--- config.mk ---
export PLATFORM = sky130hd
export DESIGN_NAME = monitor_result_bank
export DESIGN_NICKNAME = d
export VERILOG_FILES = /design/src/pkg/monitor_result_pkg.sv /design/src/hdl/reg_reset_seq.sv /design/src/hdl/monitor_result_bank.sv
export SDC_FILE = /design/constraint.sdc
export NUM_CORES = 1
export LEC_CHECK = 0
export BUFFER_PORTS_ARGS = -buffer_cell sky130_fd_sc_hd__buf_2
export CORE_MARGIN = 3
export CORE_UTILIZATION = 41
export DETAILED_ROUTE_END_ITERATION = 16
export PLACE_DENSITY = 0.63
export SLEW_MARGIN = 20
export SYNTH_ARGS = -nofsm -noshare
export SYNTH_HDL_FRONTEND = slang
export SYNTH_SLANG_ARGS = --single-unit
--- constraint.sdc ---
create_clock -name clk_i -period 2.1 [get_ports clk_i]
set_clock_uncertainty 0.05 [all_clocks]
set_input_delay 0.42 -clock clk_i [delete_from_list [all_inputs] [get_ports clk_i]]
set_output_delay 0.42 -clock clk_i [all_outputs]
set_load 0.02 [all_outputs]
--- src/pkg/monitor_result_pkg.sv ---
`default_nettype none
package monitor_result_pkg;

  // ---------------------------------------------------------------
  // Register offsets
  // ---------------------------------------------------------------
  localparam logic [7:0] SYS_VOLTAGE_RESULT_HIGH_ADDR = 8'h1F;
  localparam logic [7:0] SYS_VOLTAGE_RESULT_LOW_ADDR = 8'h20;
  localparam logic [7:0] THERMISTOR_RATIO_RESULT_HIGH_ADDR = 8'h21;
  localparam logic [7:0] THERMISTOR_RATIO_RESULT_LOW_ADDR = 8'h22;
  localparam logic [7:0] DIE_TEMP_RESULT_HIGH_ADDR = 8'h23;
  localparam logic [7:0] DIE_TEMP_RESULT_LOW_ADDR = 8'h24;

  // ---------------------------------------------------------------
  // Reset values and field layout
  // ---------------------------------------------------------------
  localparam logic [7:0] RESULT_BYTE_RESET = 8'h00;
  localparam logic [15:0] RESULT_WORD_RESET = 16'h0000;
  localparam logic [7:0] UNMAPPED_READ_VALUE = 8'h00;
  localparam int RESULT_SIGN_BIT = 15;
  localparam int DIE_TEMP_FIELD_WIDTH = 15;
  localparam logic DIE_TEMP_RESERVED_VALUE = 1'b0;

  // ---------------------------------------------------------------
  // Register reset timing
  // ---------------------------------------------------------------
  localparam int REG_RESET_TIME_NS = 16;
  localparam int CLK_PERIOD_NS = 8;
  localparam int REG_RESET_CYCLES =
    (REG_RESET_TIME_NS + CLK_PERIOD_NS - 1) / CLK_PERIOD_NS;
  localparam logic [3:0] REG_RESET_LAST =
    4'(REG_RESET_CYCLES - 1);

  typedef enum logic [0:0] {
    SEQ_IDLE = 1'b0,
    SEQ_CLEAR = 1'b1
  } reg_reset_state_t;

endpackage
`default_nettype wire

--- src/hdl/reg_reset_seq.sv ---
`timescale 1ns/1ps
`default_nettype none
module reg_reset_seq
  import monitor_result_pkg::*;
(
  input wire logic clk_i,
  input wire logic rst_n_i,
  input wire logic request_i,
  output logic clear_o,
  output logic reset_bit_o
);
  import monitor_result_pkg::*;

  reg_reset_state_t state;
  reg_reset_state_t next_state;
  logic [3:0] count;
  logic [3:0] next_count;

  // ---------------------------------------------------------------
  // Sequencer
  // ---------------------------------------------------------------
  always_comb
  begin
    next_state = state;
    next_count = count;
    case (state)
      SEQ_IDLE:
      begin
        if (request_i)
        begin
          next_state = SEQ_CLEAR;
          next_count = 4'h0;
        end
      end
      SEQ_CLEAR:
      begin
        // Bit drops by itself once the clear is done
        if (count == REG_RESET_LAST)
        begin
          next_state = SEQ_IDLE;
        end
        else
        begin
          next_count = count + 4'h1;
        end
      end
      default:
      begin
        next_state = SEQ_IDLE;
        next_count = 4'h0;
      end
    endcase
  end

  always_ff @(posedge clk_i)
  begin
    if (!rst_n_i)
    begin
      state <= SEQ_IDLE;
      count <= 4'h0;
    end
    else
    begin
      state <= next_state;
      count <= next_count;
    end
  end

  assign clear_o = (state == SEQ_CLEAR);
  assign reset_bit_o = (state == SEQ_CLEAR);

  AST_RST_BIT_CLEARS: assert property (@(posedge clk_i) disable iff (!rst_n_i)
    $rose(clear_o) |-> clear_o [*2] ##1 !reset_bit_o)
    else $error("reset bit did not clear after two cycles");

endmodule
`default_nettype wire

--- src/hdl/monitor_result_bank.sv ---
`timescale 1ns/1ps
`default_nettype none
module monitor_result_bank
  import monitor_result_pkg::*;
(
  input wire logic clk_i,
  input wire logic rst_n_i,
  input wire logic [15:0] sys_voltage_sample_i,
  input wire logic sys_voltage_valid_i,
  input wire logic [15:0] thermistor_ratio_sample_i,
  input wire logic thermistor_ratio_valid_i,
  input wire logic [14:0] die_temp_sample_i,
  input wire logic die_temp_valid_i,
  input wire logic reg_reset_request_i,
  input wire logic [7:0] reg_addr_i,
  input wire logic reg_read_i,
  input wire logic reg_write_i,
  input wire logic [7:0] reg_wdata_i,
  output logic [7:0] reg_rdata_o,
  output logic reg_rvalid_o,
  output logic reg_reset_bit_o
);
  import monitor_result_pkg::*;

  logic [15:0] sys_voltage_result;
  logic [15:0] thermistor_ratio_result;
  logic [14:0] die_temp_result;
  logic [15:0] next_sys_voltage_result;
  logic [15:0] next_thermistor_ratio_result;
  logic [14:0] next_die_temp_result;
  logic [7:0] rdata;
  logic [7:0] next_rdata;
  logic rvalid;
  logic next_rvalid;
  logic clear;

  // ---------------------------------------------------------------
  // Register reset sequencer
  // ---------------------------------------------------------------
  reg_reset_seq u_reg_reset_seq (
    .clk_i(clk_i),
    .rst_n_i(rst_n_i),
    .request_i(reg_reset_request_i),
    .clear_o(clear),
    .reset_bit_o(reg_reset_bit_o)
  );

  // ---------------------------------------------------------------
  // Read decode
  // ---------------------------------------------------------------
  function automatic logic [7:0] read_byte(
    input logic [7:0] addr,
    input logic [15:0] sys_v,
    input logic [15:0] therm,
    input logic [14:0] temp
  );
    logic [7:0] data;
    data = UNMAPPED_READ_VALUE;
    case (addr)
      SYS_VOLTAGE_RESULT_HIGH_ADDR: data = sys_v[15:8];
      SYS_VOLTAGE_RESULT_LOW_ADDR: data = sys_v[7:0];
      THERMISTOR_RATIO_RESULT_HIGH_ADDR: data = therm[15:8];
      THERMISTOR_RATIO_RESULT_LOW_ADDR: data = therm[7:0];
      // Reserved top bit forced low whatever the sample held
      DIE_TEMP_RESULT_HIGH_ADDR:
        data = {DIE_TEMP_RESERVED_VALUE, temp[14:8]};
      DIE_TEMP_RESULT_LOW_ADDR: data = temp[7:0];
      default: data = UNMAPPED_READ_VALUE;
    endcase
    return data;
  endfunction

  // ---------------------------------------------------------------
  // Result capture
  // ---------------------------------------------------------------
  // Whole word is taken in one edge so the two bytes never tear.
  // Scaling is the converter's; the bank stores raw codes.
  always_comb
  begin
    next_sys_voltage_result = sys_voltage_result;
    next_thermistor_ratio_result = thermistor_ratio_result;
    next_die_temp_result = die_temp_result;
    if (clear)
    begin
      next_sys_voltage_result = RESULT_WORD_RESET;
      next_thermistor_ratio_result = RESULT_WORD_RESET;
      next_die_temp_result = RESULT_WORD_RESET[14:0];
    end
    else
    begin
      if (sys_voltage_valid_i)
      begin
        next_sys_voltage_result = sys_voltage_sample_i;
      end
      if (thermistor_ratio_valid_i)
      begin
        next_thermistor_ratio_result = thermistor_ratio_sample_i;
      end
      if (die_temp_valid_i)
      begin
        next_die_temp_result = die_temp_sample_i;
      end
    end
    // Write strobe and data deliberately feed nothing here
  end

  always_ff @(posedge clk_i)
  begin
    if (!rst_n_i)
    begin
      sys_voltage_result <= RESULT_WORD_RESET;
      thermistor_ratio_result <= RESULT_WORD_RESET;
      die_temp_result <= RESULT_WORD_RESET[14:0];
    end
    else
    begin
      sys_voltage_result <= next_sys_voltage_result;
      thermistor_ratio_result <= next_thermistor_ratio_result;
      die_temp_result <= next_die_temp_result;
    end
  end

  // ---------------------------------------------------------------
  // Read port
  // ---------------------------------------------------------------
  always_comb
  begin
    next_rvalid = reg_read_i;
    next_rdata = rdata;
    if (reg_read_i)
    begin
      next_rdata = read_byte(reg_addr_i, sys_voltage_result,
        thermistor_ratio_result, die_temp_result);
    end
  end

  always_ff @(posedge clk_i)
  begin
    if (!rst_n_i)
    begin
      rdata <= RESULT_BYTE_RESET;
      rvalid <= 1'b0;
    end
    else
    begin
      rdata <= next_rdata;
      rvalid <= next_rvalid;
    end
  end

  assign reg_rdata_o = rdata;
  assign reg_rvalid_o = rvalid;

  // ---------------------------------------------------------------
  // Assertions
  // ---------------------------------------------------------------
  AST_SYS_HIGH_READ: assert property (@(posedge clk_i) disable iff (!rst_n_i)
    reg_read_i && reg_addr_i == SYS_VOLTAGE_RESULT_HIGH_ADDR
    |=> reg_rvalid_o
      && reg_rdata_o == $past(sys_voltage_result[15:8]))
    else $error("system-rail high byte read wrong");

  AST_SYS_CAPTURE: assert property (@(posedge clk_i) disable iff (!rst_n_i)
    sys_voltage_valid_i && !clear ##1 !sys_voltage_valid_i && !clear
    ##1 reg_read_i && reg_addr_i == SYS_VOLTAGE_RESULT_LOW_ADDR
      && !sys_voltage_valid_i && !clear
    |=> reg_rdata_o == $past(sys_voltage_sample_i[7:0], 3))
    else $error("system-rail low byte not captured");

  AST_THERM_HIGH: assert property (@(posedge clk_i) disable iff (!rst_n_i)
    reg_read_i && reg_addr_i == THERMISTOR_RATIO_RESULT_HIGH_ADDR
    |=> reg_rdata_o == $past(thermistor_ratio_result[15:8]))
    else $error("thermistor high byte read wrong");

  AST_THERM_CAPTURE: assert property (@(posedge clk_i) disable iff (!rst_n_i)
    thermistor_ratio_valid_i && !clear
    |=> thermistor_ratio_result == $past(thermistor_ratio_sample_i))
    else $error("thermistor sample not stored");

  AST_THERM_LOW: assert property (@(posedge clk_i) disable iff (!rst_n_i)
    reg_read_i && reg_addr_i == THERMISTOR_RATIO_RESULT_LOW_ADDR
    |=> reg_rdata_o == $past(thermistor_ratio_result[7:0]))
    else $error("thermistor low byte read wrong");

  AST_TEMP_RESERVED: assert property (@(posedge clk_i) disable iff (!rst_n_i)
    reg_read_i && reg_addr_i == DIE_TEMP_RESULT_HIGH_ADDR
    |=> !reg_rdata_o[7]
      && reg_rdata_o[6:0] == $past(die_temp_result[14:8]))
    else $error("die temperature high byte wrong");

  AST_TEMP_LOW: assert property (@(posedge clk_i) disable iff (!rst_n_i)
    die_temp_valid_i && !clear ##1 !die_temp_valid_i && !clear
    ##1 reg_read_i && reg_addr_i == DIE_TEMP_RESULT_LOW_ADDR
      && !die_temp_valid_i && !clear
    |=> reg_rdata_o == $past(die_temp_sample_i[7:0], 3))
    else $error("die temperature low byte wrong");

  AST_REG_RESET_ZERO: assert property (@(posedge clk_i) disable iff (!rst_n_i)
    !clear && reg_reset_request_i ##1 clear
    |=> sys_voltage_result == RESULT_WORD_RESET
      && thermistor_ratio_result == RESULT_WORD_RESET
      && die_temp_result == RESULT_WORD_RESET[14:0])
    else $error("register reset left a result set");

  AST_WRITE_IGNORED: assert property (@(posedge clk_i) disable iff (!rst_n_i)
    reg_write_i && !clear && !sys_voltage_valid_i
    |=> sys_voltage_result == $past(sys_voltage_result))
    else $error("host write changed a result");

  COV_SYS_READ: cover property (@(posedge clk_i) disable iff (!rst_n_i)
    sys_voltage_valid_i
    ##2 reg_read_i && reg_addr_i == SYS_VOLTAGE_RESULT_HIGH_ADDR);
  COV_TEMP_READ: cover property (@(posedge clk_i) disable iff (!rst_n_i)
    die_temp_valid_i
    ##2 reg_read_i && reg_addr_i == DIE_TEMP_RESULT_LOW_ADDR);
  COV_REG_RESET: cover property (@(posedge clk_i) disable iff (!rst_n_i)
    reg_reset_request_i ##1 clear ##2 !reg_reset_bit_o);
  COV_WRITE: cover property (@(posedge clk_i) disable iff (!rst_n_i)
    reg_write_i && reg_addr_i == 8'h20);

endmodule
`default_nettype wire

# ---- Yosys cells after proc, flatten, opt, wreduce, memory -nomap -nowiden
# Cells that the tools add are included.
dict set report classes {
  addsub 1
  n_eq_ne 9
  n_mux 7
  n_bitwise 2
  reduce_logical 2
}
# op n
set ops {}
lappend ops {{8-bit case mux with 6 select lines} 1}
lappend ops {{8-bit by 6-bit equality test with 1-bit output (second input constant)} 5}
lappend ops {{8-bit by 5-bit equality test with 1-bit output (second input constant)} 1}
lappend ops {{4-bit 2-to-1 mux} 2}
lappend ops {{4-bit case mux with 2 select lines} 1}
lappend ops {{4-bit by 1-bit adder with 4-bit output (second input constant)} 1}
lappend ops {{4-bit by 1-bit equality test with 1-bit output (second input constant)} 1}
lappend ops {{2-bit != test (second input constant)} 2}
lappend ops {{1-bit 2-to-1 mux} 2}
lappend ops {{1-bit inverter} 2}
lappend ops {{1-bit case mux with 2 select lines} 1}
lappend ops {{2-bit AND reduction} 1}
lappend ops {{2-bit OR reduction} 1}
dict set report word_totals {
  register_bits 61
  in_bits 71
  output_inout_bits 10
  word_cells 28
}

# ---- Logic depth before layout (Yosys ltp)
# Gate-level depths: netlist of run 1.
dict set report logic_depth {
  word_depth 3
  mapped_depth 6
  depth_no_buf 6
}

# ---- Hierarchy
# From an unflattened synthesis of run 1, not the netlist that was laid out.
dict set report unflattened {
  hier_cells 277
  hier_area_um2 2700.1
}
# mod n_inst cells_each area_each_um2 seq_area_each_um2
set modules_own_cells {}
lappend modules_own_cells {monitor_result_bank 1 248 2446.1 1121.1}
lappend modules_own_cells {reg_reset_seq 1 29 254.0 100.1}

# ---- Worst setup path after synthesis of run 1
# No wires, ideal clock.
dict set report synth_path {
  kind {input -> register}
  startpoint {in reg_addr_i[3]}
  endpoint {reg rdata[7] (netlist: reg_rdata_o[7])}
  setup_time_ns 0.074
  arrival_time_ns 1.535
  required_ns 1.976
  setup_slack_ns 0.441
  stages 4
  n_path_buf 0
  cell_sequence {or3b_1 > or2_1 > or3_1 > a31oi_1}
}
dict set report synth_via {
  elab_chain_len 2
  word_cells_on_any_way 7
  cone_classes {eq/ne (6); mux (1)}
}
# element line_no
set synth_lines {}
lappend synth_lines {{from (decl)} monitor_result_bank.sv:15} ;# input wire logic [7:0] reg_addr_i,
lappend synth_lines {{8-bit by 6-bit equality test with 1-bit output or 8-bit by 5-bit equality test with 1-bit output (tied branches)} monitor_result_bank.sv:59} ;# case (addr)
lappend synth_lines {{8-bit case mux with 6 select lines (*)} monitor_result_bank.sv:59}
lappend synth_lines {{to (signal assigned)} monitor_result_bank.sv:146} ;# rdata <= next_rdata;
lappend synth_lines {{to (decl)} monitor_result_bank.sv:31} ;# logic [7:0] rdata;
# Mark *: on every way between the ends. The rest lies on a longest branch, timed or not.
# A chain may end at the register's enable or synchronous reset.

# ---- Worst setup path in the final report of run 1
dict set report layout_path {
  startpoint {in reg_addr_i[2]}
  endpoint {reg rdata[4] (netlist: reg_rdata_o[4])}
}
# The elaborated chain is that of the path after synthesis.

==> reports/results.ini, run 1 <==
[cells_and_area]
fin_area_mm2 = 0.003207
diodes = 0
drive_above_1_share_pct = 26.74
nNetsFinal = 413
instances_no_fill = 419
syn_to_final_growth_pct = 20.50

[synth]
avgSynthCellArea_um2 = 9.713
yosys_warnings = 0
synthesis.nets = 347
yosysUniqueCellTypes = 42
synthesis.area_mm2 = 0.002661
synth_area_leaders = dfxtp_1 46%, mux2i_1 20%, nor2_1 7.6%
synth-seq-cells = 61
synth_top_area_share_pct = 45.89
ys_seq_area_share_pct = 45.89
yosys.area.top_type = dfxtp_1
syn_inst = 274

[pwr]
p_leak_nw = 1.439
p_per_area_mw_per_mm2 = 751.2
ir_worst_vdd_mv = 0.5493

[placement]
port_buffers = 71
gp_congestion = 0.7875
place_hpwl_mm = 4.484
dp_cells = 404
place_area_mm2 = 0.003048

[timing]
rsz0062_at_grt = false
min_period_over_period_pct = 74.56
worstMarginPinSlew_ns = 0.5303
holdWs_ns = 0.2733
clock.fmax_mhz = 638.7
hold_viol = 0
slew_viol_final = 0
finalSetupTns_ns = 0
max_slew_margin_pct = 64.65
final-setup-viol-count = 0
timing.final.crit_period_ns = 1.566

[flow_run]
maxCapViolCount = 0

[global_route]
antenna_found_initial = 0
grt_pass1_wl_mm = 9.880
grt_start_max_net_pins = 48
grtUsageTotal_pct = 17.17
grt_pass1_vias = 2067
grt.overflow.total = 0

[route]
wirelength_mm = 6.060
vias = 2119
avgRoutedWirePerCell_um = 14.46
antenna_left = 0
drtIter0Drc = 97
drc_errors = 0
first_pass_iters = 4
viasPerCell = 5.057

[cts]
clkLatencyLatePin_ns = 0.33
cts_setup_buffers = 0
numClockSinks = 61
cts_max_level = 3
holdBufCountCts = 0
cts_root_buffer = clkbuf_8
clockBufferDepth = 2
cts-buffers-inserted = 9
ctsResizeCount = 0
cts_tree = yes
cts.clk_slew.worst_paths_ns = 0.06

[floorplanning]
start_util_pct = 43.66
die_area_mm2 = 0.007494
core_mm2 = 0.006096
io_pins = 81
rows = 28
die_height_um = 86.57
die_x_um = 86.57

[critical_path]
cp.arrival_ns = 1.78
r2r_start = u_reg_reset_seq.count[0]
cp-end-kind = flip-flop
rr_worst_depth = 5
path_max_fanout = 10
r2r_setup_slack_ns = 0.55
rr_endpoint = u_reg_reset_seq.count[0]
crit_type = input pin to flip-flop
cp-start-kind = input pin
cp.required_ns = 2.31

[hold_path]
hold_depth = 3
hold_start = die_temp_sample_i[7]
min_path_type = input pin to flip-flop
min_to = die_temp_result[7]

[run_status]
status = finished, final reports clean

-- worst max-delay path by stage --
stage	from	end	slack, ns	cells after the start
after floorplan	reg_addr_i[3]	reg_rdata_o[7]	0.44	4
after global placement	reg_addr_i[2]	reg_rdata_o[3]	0.24	5
after detailed placement	reg_addr_i[2]	reg_rdata_o[3]	0.22	5
after CTS	reg_addr_i[2]	reg_rdata_o[4]	0.56	5
after global routing	u_reg_reset_seq.count[0]	u_reg_reset_seq.count[1]	0.39	5
final	reg_addr_i[2]	reg_rdata_o[4]	0.53	5
-- critical path: stages --
cell and delay, ns:
buf_2 0.16, or4b_1 0.59, o21ai_0 0.36, a22oi_1 0.12
o21ai_1 0.12
-- metal layers --
| layer | track usage (%) | wire length [um] | vias up |
|---|---|---|---|
| met3 | 5.133 | 389 | 8 |
| met1 | 22.44 | 2761 | 950 |
| met2 | 26.77 | 2847 | 61 |
| met5 | 0 | 0 | - |
| met4 | 6.516 | 62 | 0 |
| li1 | - | - | 1100 |
-- flip-flops by register name (all words and copies together), names as in the netlist --
register / cells
sys_voltage_result: 16
thermistor_ratio_result: 16
die_temp_result: 15
reg_rdata_o: 8
u_reg_reset_seq.count: 4
reg_rvalid_o: 1
u_reg_reset_seq.clear_o: 1
-- synth_stat cells (all sizes together) --
library cell / instances
dfxtp: 61
nor2: 54
mux2i: 53
a22oi: 13
o21ai: 13
clkbuf: 11
buf: 8
nor2b: 5
or3: 4
a21boi: 3
a31oi: 3
and3: 3
nand2: 3
nand2b: 3
nand3: 3
nand3b: 3
o211ai: 3
o21a: 3
and2: 2
ha: 2
nor4: 2
o22ai: 2
o2bb2ai: 2
or2: 2
or3b: 2
a21oi: 1
and4b: 1
inv: 1
mux2: 1
mux4: 1
nand4: 1
nand4bb: 1
nor4b: 1
o32a: 1
or4b: 1
xnor2: 1
-- where the power goes --
group	total [mW]	switching, mW	internal, mW
Clock	0.850	0.399	0.450
Combinational	0.303	0.162	0.141
Sequential	1.26	0.0358	1.22
Total	2.41	0.597	1.81
-- cell type report --
type	instances	area (um2)
Multi-Input combinational cell	193	1351
Inverter	1	3.754
Fill cell	607	2889
Timing Repair Buffer	74	377.9
Tap cell	75	93.84
Clock inverter	2	10.01
Clock buffer	13	148.9
Sequential cell	61	1221
-- kinds of logic after synthesis --
family	after synthesis	share of synthesized area, %
xor+xnor	1	0.3292
buf+inv	20	3.338
simple gates	91	17.25
fa+ha+maj	2	0.9401
mux	55	21.20
compound gates	44	11.05
flops	61	45.89
-- stage by stage --
| stage | power, mW | util (%) | setup slack, ns |
|---|---|---|---|
| 2_1_floorplan | 1.473 | - | 0.4409 |
| 3_3_place_gp | 1.582 | 50.00 | 0.2410 |
| 3_5_place_dp | 1.588 | 50.00 | 0.2189 |
| 4_1_cts | 2.440 | 52.61 | 0.5567 |
| 5_1_grt | 2.533 | 52.61 | 0.3917 |
| 6_report | 2.409 | 52.61 | 0.5343 |
-- cells in the final DEF (no fill, tap or decap), types with 2 or more instances in the layout --
cell,n
nand2_1,3
o21a_1,3
nor2_1,54
a22oi_1,13
nor2b_1,5
or3_1,4
a21boi_0,3
o211ai_1,3
clkbuf_1,3
a31oi_1,3
nand3_1,3
dfxtp_1,61
clkinv_2,2
nand2b_1,3
buf_2,71
o21ai_1,3
nand3b_1,3
buf_4,3
o2bb2ai_1,2
ha_1,2
and3_1,3
clkbuf_8,10
mux2i_1,53
and2_1,2
o21ai_0,10
o22ai_1,2
(Power assumes the default switching activity.)
==> inputs of run 2 (changes only) <==
PLACE_DENSITY = 0.66   (was 0.63)
clock period = 1.35 ns   (was 2.1 ns; I/O delays follow)
==> run 2 against run 1 <==
Against the previous run: critical path depth grew 1; clock-buffer cell count up 1; highest routed layer unchanged; final area is 8.3% higher; sequential share of layout area shrank 2.8 points; combinational power is 81% higher; critical endpoint is now u_reg_reset_seq.count[0].
==> reports/results.ini, run 2 (same netlist as run 1, synthesis figures left out) <==
[run_status]
status = finished, final reports clean

[cells_and_area]
final_util_pct = 56.98
top_regs = sys_voltage_result: 16 flops, thermistor_ratio_result: 16 flops, die_temp_result: 15 flops
final_common_cell = buf_2
final_cell_mix = 71 x buf_2, 58 x dfxtp_1, 54 x nor2_1
drive_above_1_share_pct = 34.25
syn_to_final_growth_pct = 30.51
diodes = 0
n_fill_cell = 557
nNetsFinal = 434
fin_area_mm2 = 0.003473

[route]
viasPerCell = 5.080
vias = 2235
antenna_left = 0
drc_errors = 0
avgRoutedWirePerCell_um = 14.30
wirelength_mm = 6.291
drtIter0Drc = 83
first_pass_iters = 4

[critical_path]
cp_slowest_cell = or3b_4
cp-start-kind = flip-flop
max_stage_delay_ns = 0.39
r2r_setup_slack_ns = 0.02
rr_worst_depth = 6
path_max_fanout = 5
crit_type = flip-flop to flip-flop
crit_family = simple AND/OR/NAND/NOR gates
critPathBufInv = 1
cp.arrival_ns = 1.56
cp.required_ns = 1.57
rr_endpoint = u_reg_reset_seq.count[0]
r2r_start = u_reg_reset_seq.count[1]
cp-end-kind = flip-flop
path_cells = inv_2, ha_4, or3b_4, nand2_4, and3_1, o21a_1

[floorplanning]
die_height_um = 86.57
core_mm2 = 0.006096
die_area_mm2 = 0.007494
die_x_um = 86.57
start_util_pct = 43.66
rows = 28
io_pins = 81

[cts]
cts.clk_slew.worst_paths_ns = 0.06
cts_max_level = 3
holdBufCountCts = 0
clkLatencyLatePin_ns = 0.33
cts_root_buffer = clkbuf_8
cts-buffers-inserted = 9
numClockSinks = 61
cts_tree = yes
clockBufferDepth = 2

[global_route]
grt_start_max_net_pins = 48
grt.overflow.total = 0
grtUsageTotal_pct = 17.86
antenna_found_initial = 0
grt_pass1_vias = 2171
grt_pass1_wl_mm = 10.16

[pwr]
p_leak_nw = 1.582
ir_worst_vdd_mv = 0.7152
p_per_area_mw_per_mm2 = 1137

[timing]
worstMarginPinSlew_ns = 0.4535
clock.fmax_mhz = 750.2
slew_viol_final = 0
hold_viol = 0
min_period_over_period_pct = 98.74
rsz0062_at_grt = true
timing.final.crit_period_ns = 1.333
final-setup-viol-count = 0
max_slew_margin_pct = 69.76
holdWs_ns = 0.1229

[hold_path]
min_to = sys_voltage_result[0]
min_path_type = input pin to flip-flop
hold_depth = 3
hold_start = sys_voltage_sample_i[0]

[placement]
port_buffers = 71
place_hpwl_mm = 4.754
place_area_mm2 = 0.003267
gp_congestion = 0.8352

[flow_run]
maxCapViolCount = 0

-- run 2: worst max path at each step --
stage                             startpoint                       end  slack [ns]  depth (start not counted)
floorplan                      reg_addr_i[4]            reg_rdata_o[7]       -0.13                          4
detailed placement             reg_addr_i[4]            reg_rdata_o[7]       -0.32                          5
global route        u_reg_reset_seq.count[1]  u_reg_reset_seq.count[2]       -0.04                          6
finish              u_reg_reset_seq.count[1]  u_reg_reset_seq.count[0]        0.02                          6
global placement               reg_addr_i[4]            reg_rdata_o[7]       -0.29                          5
CTS                 u_reg_reset_seq.count[1]  u_reg_reset_seq.count[0]       0.001                          6
-- run 2: worst min-delay path, cell delays in order --
cell and delay, ns:
buf_2 0.07, mux2i_1 0.05, nor2_1 0.07
-- run 2: through the flow --
| step | cells | power (mW) | setup TNS [ns] | setup slack [ns] |
|---|---|---|---|---|
| finish | 440 | 3.949 | 0 | 0.01700 |
| global route | 440 | 4.162 | -0.09418 | -0.03728 |
| CTS | 440 | 4.002 | 0 | 0.001472 |
| floorplan | 274 | 2.302 | -0.2540 | -0.1344 |
| detailed placement | 425 | 2.538 | -1.499 | -0.3191 |
| global placement | 425 | 2.526 | -1.455 | -0.2890 |
-- run 2: repair_timing --
item | 4_1_cts | 5_1_grt
endpoints found under the setup margin | 0 | 5
gates resized for setup | 0 | 8
setup buffers | 0 | 0
-- run 2: cell type report --
cell class,count,area [um2],share of cell area (%)
Sequential cell,61,1225,35.27
Timing Repair Buffer,95,573.1,16.50
Clock inverter,1,5.005,0.1441
Clock buffer,14,172.7,4.971
Inverter,1,3.754,0.1081
Multi-Input combinational cell,193,1400,40.31
Tap cell,75,93.84,2.702
-- run 2: per-layer routing --
metal | global-route usage, % | share of wire (%) | wire (um) | up-vias
met2 | 28.37 | 48 | 3003 | 66
met4 | 5.524 | 0.70 | 44 | 0
li1 | - | - | - | 1151
met1 | 22.79 | 45 | 2809 | 1011
met3 | 6.274 | 6.9 | 433 | 7
met5 | 0 | 0 | 0 | -
-- run 2: power breakdown --
part / switching [mW] / total [mW] / internal, mW
registers: 0.0574 / 1.96 / 1.90
clock network: 0.640 / 1.45 / 0.805
logic: 0.271 / 0.547 / 0.275
==> inputs of run 3 (changes only) <==
CORE_UTILIZATION = 46   (was 41)
PLACE_DENSITY = 0.73   (was 0.66)
==> run 3 against run 2 <==
Against the previous run: the run now ends with setup timing left; final cell count increased by 0.68%; maximum frequency shrank 1.4%; sequential cell count is the same; clock power decreased by 9%; non-clock buffer count is 5 higher; clock-buffer cell count did not move; critical path depth unchanged; utilization is 6.2 points higher; die area fell by 10%; worst setup slack worse by 0.019 ns; largest power group unchanged.
==> reports/results.ini, run 3 (same netlist as run 1, synthesis figures left out) <==
[run_status]
status = finished, violations left
violations = setup timing

[cells_and_area]
drive_above_1_share_pct = 34.77
final_cell_mix = 71 x buf_2, 58 x dfxtp_1, 54 x nor2_1
top_regs = sys_voltage_result: 16 flops, thermistor_ratio_result: 16 flops, die_temp_result: 15 flops
instances_no_fill = 443
nNetsFinal = 439
syn_to_final_growth_pct = 31.50
final_util_pct = 63.17
diodes = 0
final_common_cell = buf_2

[timing]
worstMarginPinSlew_ns = 0.2961
max_slew_margin_pct = 80.18
min_period_over_period_pct = 100.1
timing.final.ws_setup_ns = -0.001868
slew_viol_final = 0
clock.fmax_mhz = 739.7
hold_viol = 0
rsz0062_at_grt = true
timing.final.crit_period_ns = 1.352
final-setup-viol-count = 1

[pwr]
ir_worst_vdd_mv = 0.6787
p_leak_nw = 1.595
p_per_area_mw_per_mm2 = 1098

[critical_path]
path_max_fanout = 5
cp-end-kind = flip-flop
cp.required_ns = 1.57
cp.arrival_ns = 1.57
cp-start-kind = flip-flop
crit_type = flip-flop to flip-flop

[cts]
cts_root_buffer = clkbuf_8
cts_max_level = 3
cts-buffers-inserted = 9
holdBufCountCts = 0
clkLatencyLatePin_ns = 0.33
cts.clk_slew.worst_paths_ns = 0.06
cts_tree = yes
clockBufferDepth = 2
numClockSinks = 61

[placement]
gp_congestion = 0.8654
place_hpwl_mm = 4.657
dp_cells = 426
port_buffers = 71

[global_route]
grt_pass1_wl_mm = 10.18
grt_start_max_net_pins = 48
grtUsageTotal_pct = 20.05
grt.overflow.total = 0
antenna_found_initial = 0
grt_pass1_vias = 2256

[route]
first_pass_iters = 4
avgRoutedWirePerCell_um = 14.25
antenna_left = 0
viasPerCell = 5.194
drtIter0Drc = 67
vias = 2301
drc_errors = 0
wirelength_mm = 6.313

[floorplanning]
die_x_um = 82.06
core_mm2 = 0.005540
rows = 27
die_area_mm2 = 0.006734
die_height_um = 82.06
io_pins = 81
start_util_pct = 48.04

[hold_path]
min_path_type = input pin to flip-flop

[flow_run]
maxCapViolCount = 0

-- run 3: metrics by stage --
step	TNS [ns]	total power [mW]	setup slack [ns]	hold WS, ns	area (um2)
after floorplan	-0.2540	2.302	-0.1344	0.3669	2690
after global placement	-1.607	2.533	-0.2745	0.4213	3306
after CTS	0	3.861	0.0003108	0.1126	3468
after global routing	-0.1453	4.008	-0.05345	0.1131	3500
after detailed placement	-1.864	2.545	-0.3153	0.4321	3306
final	-0.001868	3.841	-0.001868	0.1237	3500
-- run 3: routing by layer --
metal  part of all wire, %  track usage (%)
met3                   5.1            3.838
met2                    49            34.09
met4                   1.8            9.967
met5                     0                0
met1                    44            24.04
-- run 3: path summary, 6_finish.rpt --
path | start | to | slack (ns) | cells after the start
hold reg to reg | thermistor_ratio_result[2] | thermistor_ratio_result[2] | 0.44 | 2
setup reg to reg | u_reg_reset_seq.count[1] | u_reg_reset_seq.count[1] | -0.002 | 6
setup / recovery | u_reg_reset_seq.count[1] | u_reg_reset_seq.count[1] | -0.002 | 6
hold / removal | sys_voltage_sample_i[6] | sys_voltage_result[6] | 0.12 | 3
-- run 3: power breakdown --
| group | internal [mW] | switching (mW) |
|---|---|---|
| sequential | 1.90 | 0.0584 |
| combinational | 0.289 | 0.277 |
| clock | 0.664 | 0.653 |
| total | 2.85 | 0.989 |
-- run 3: final cells by class --
cell class,count,area [um2]
clock inverters,2,10.01
repair buffers,100,623.1
flip-flops and latches,61,1225
well taps,72,90.09
inverters,1,3.754
multi-input cells,193,1405
clock buffers,14,142.6
fillers,486,2041
-- run 3: timing repair --
action                                  4_1_cts  5_1_grt
gates cloned                                  0        0
buffers inserted                              0        1
endpoints found under the setup margin        3        4
hold endpoints to repair                      0        0
pin swaps                                     1        7
gates resized for setup                       2        7
-- run 3: critical path, stage by stage (launching register included) --
cell and delay [ns]:
dfxtp_2 0.32, inv_2 0.06, ha_4 0.11, or3b_4 0.39
nand2_4 0.10, and3_1 0.16, o21a_1 0.10
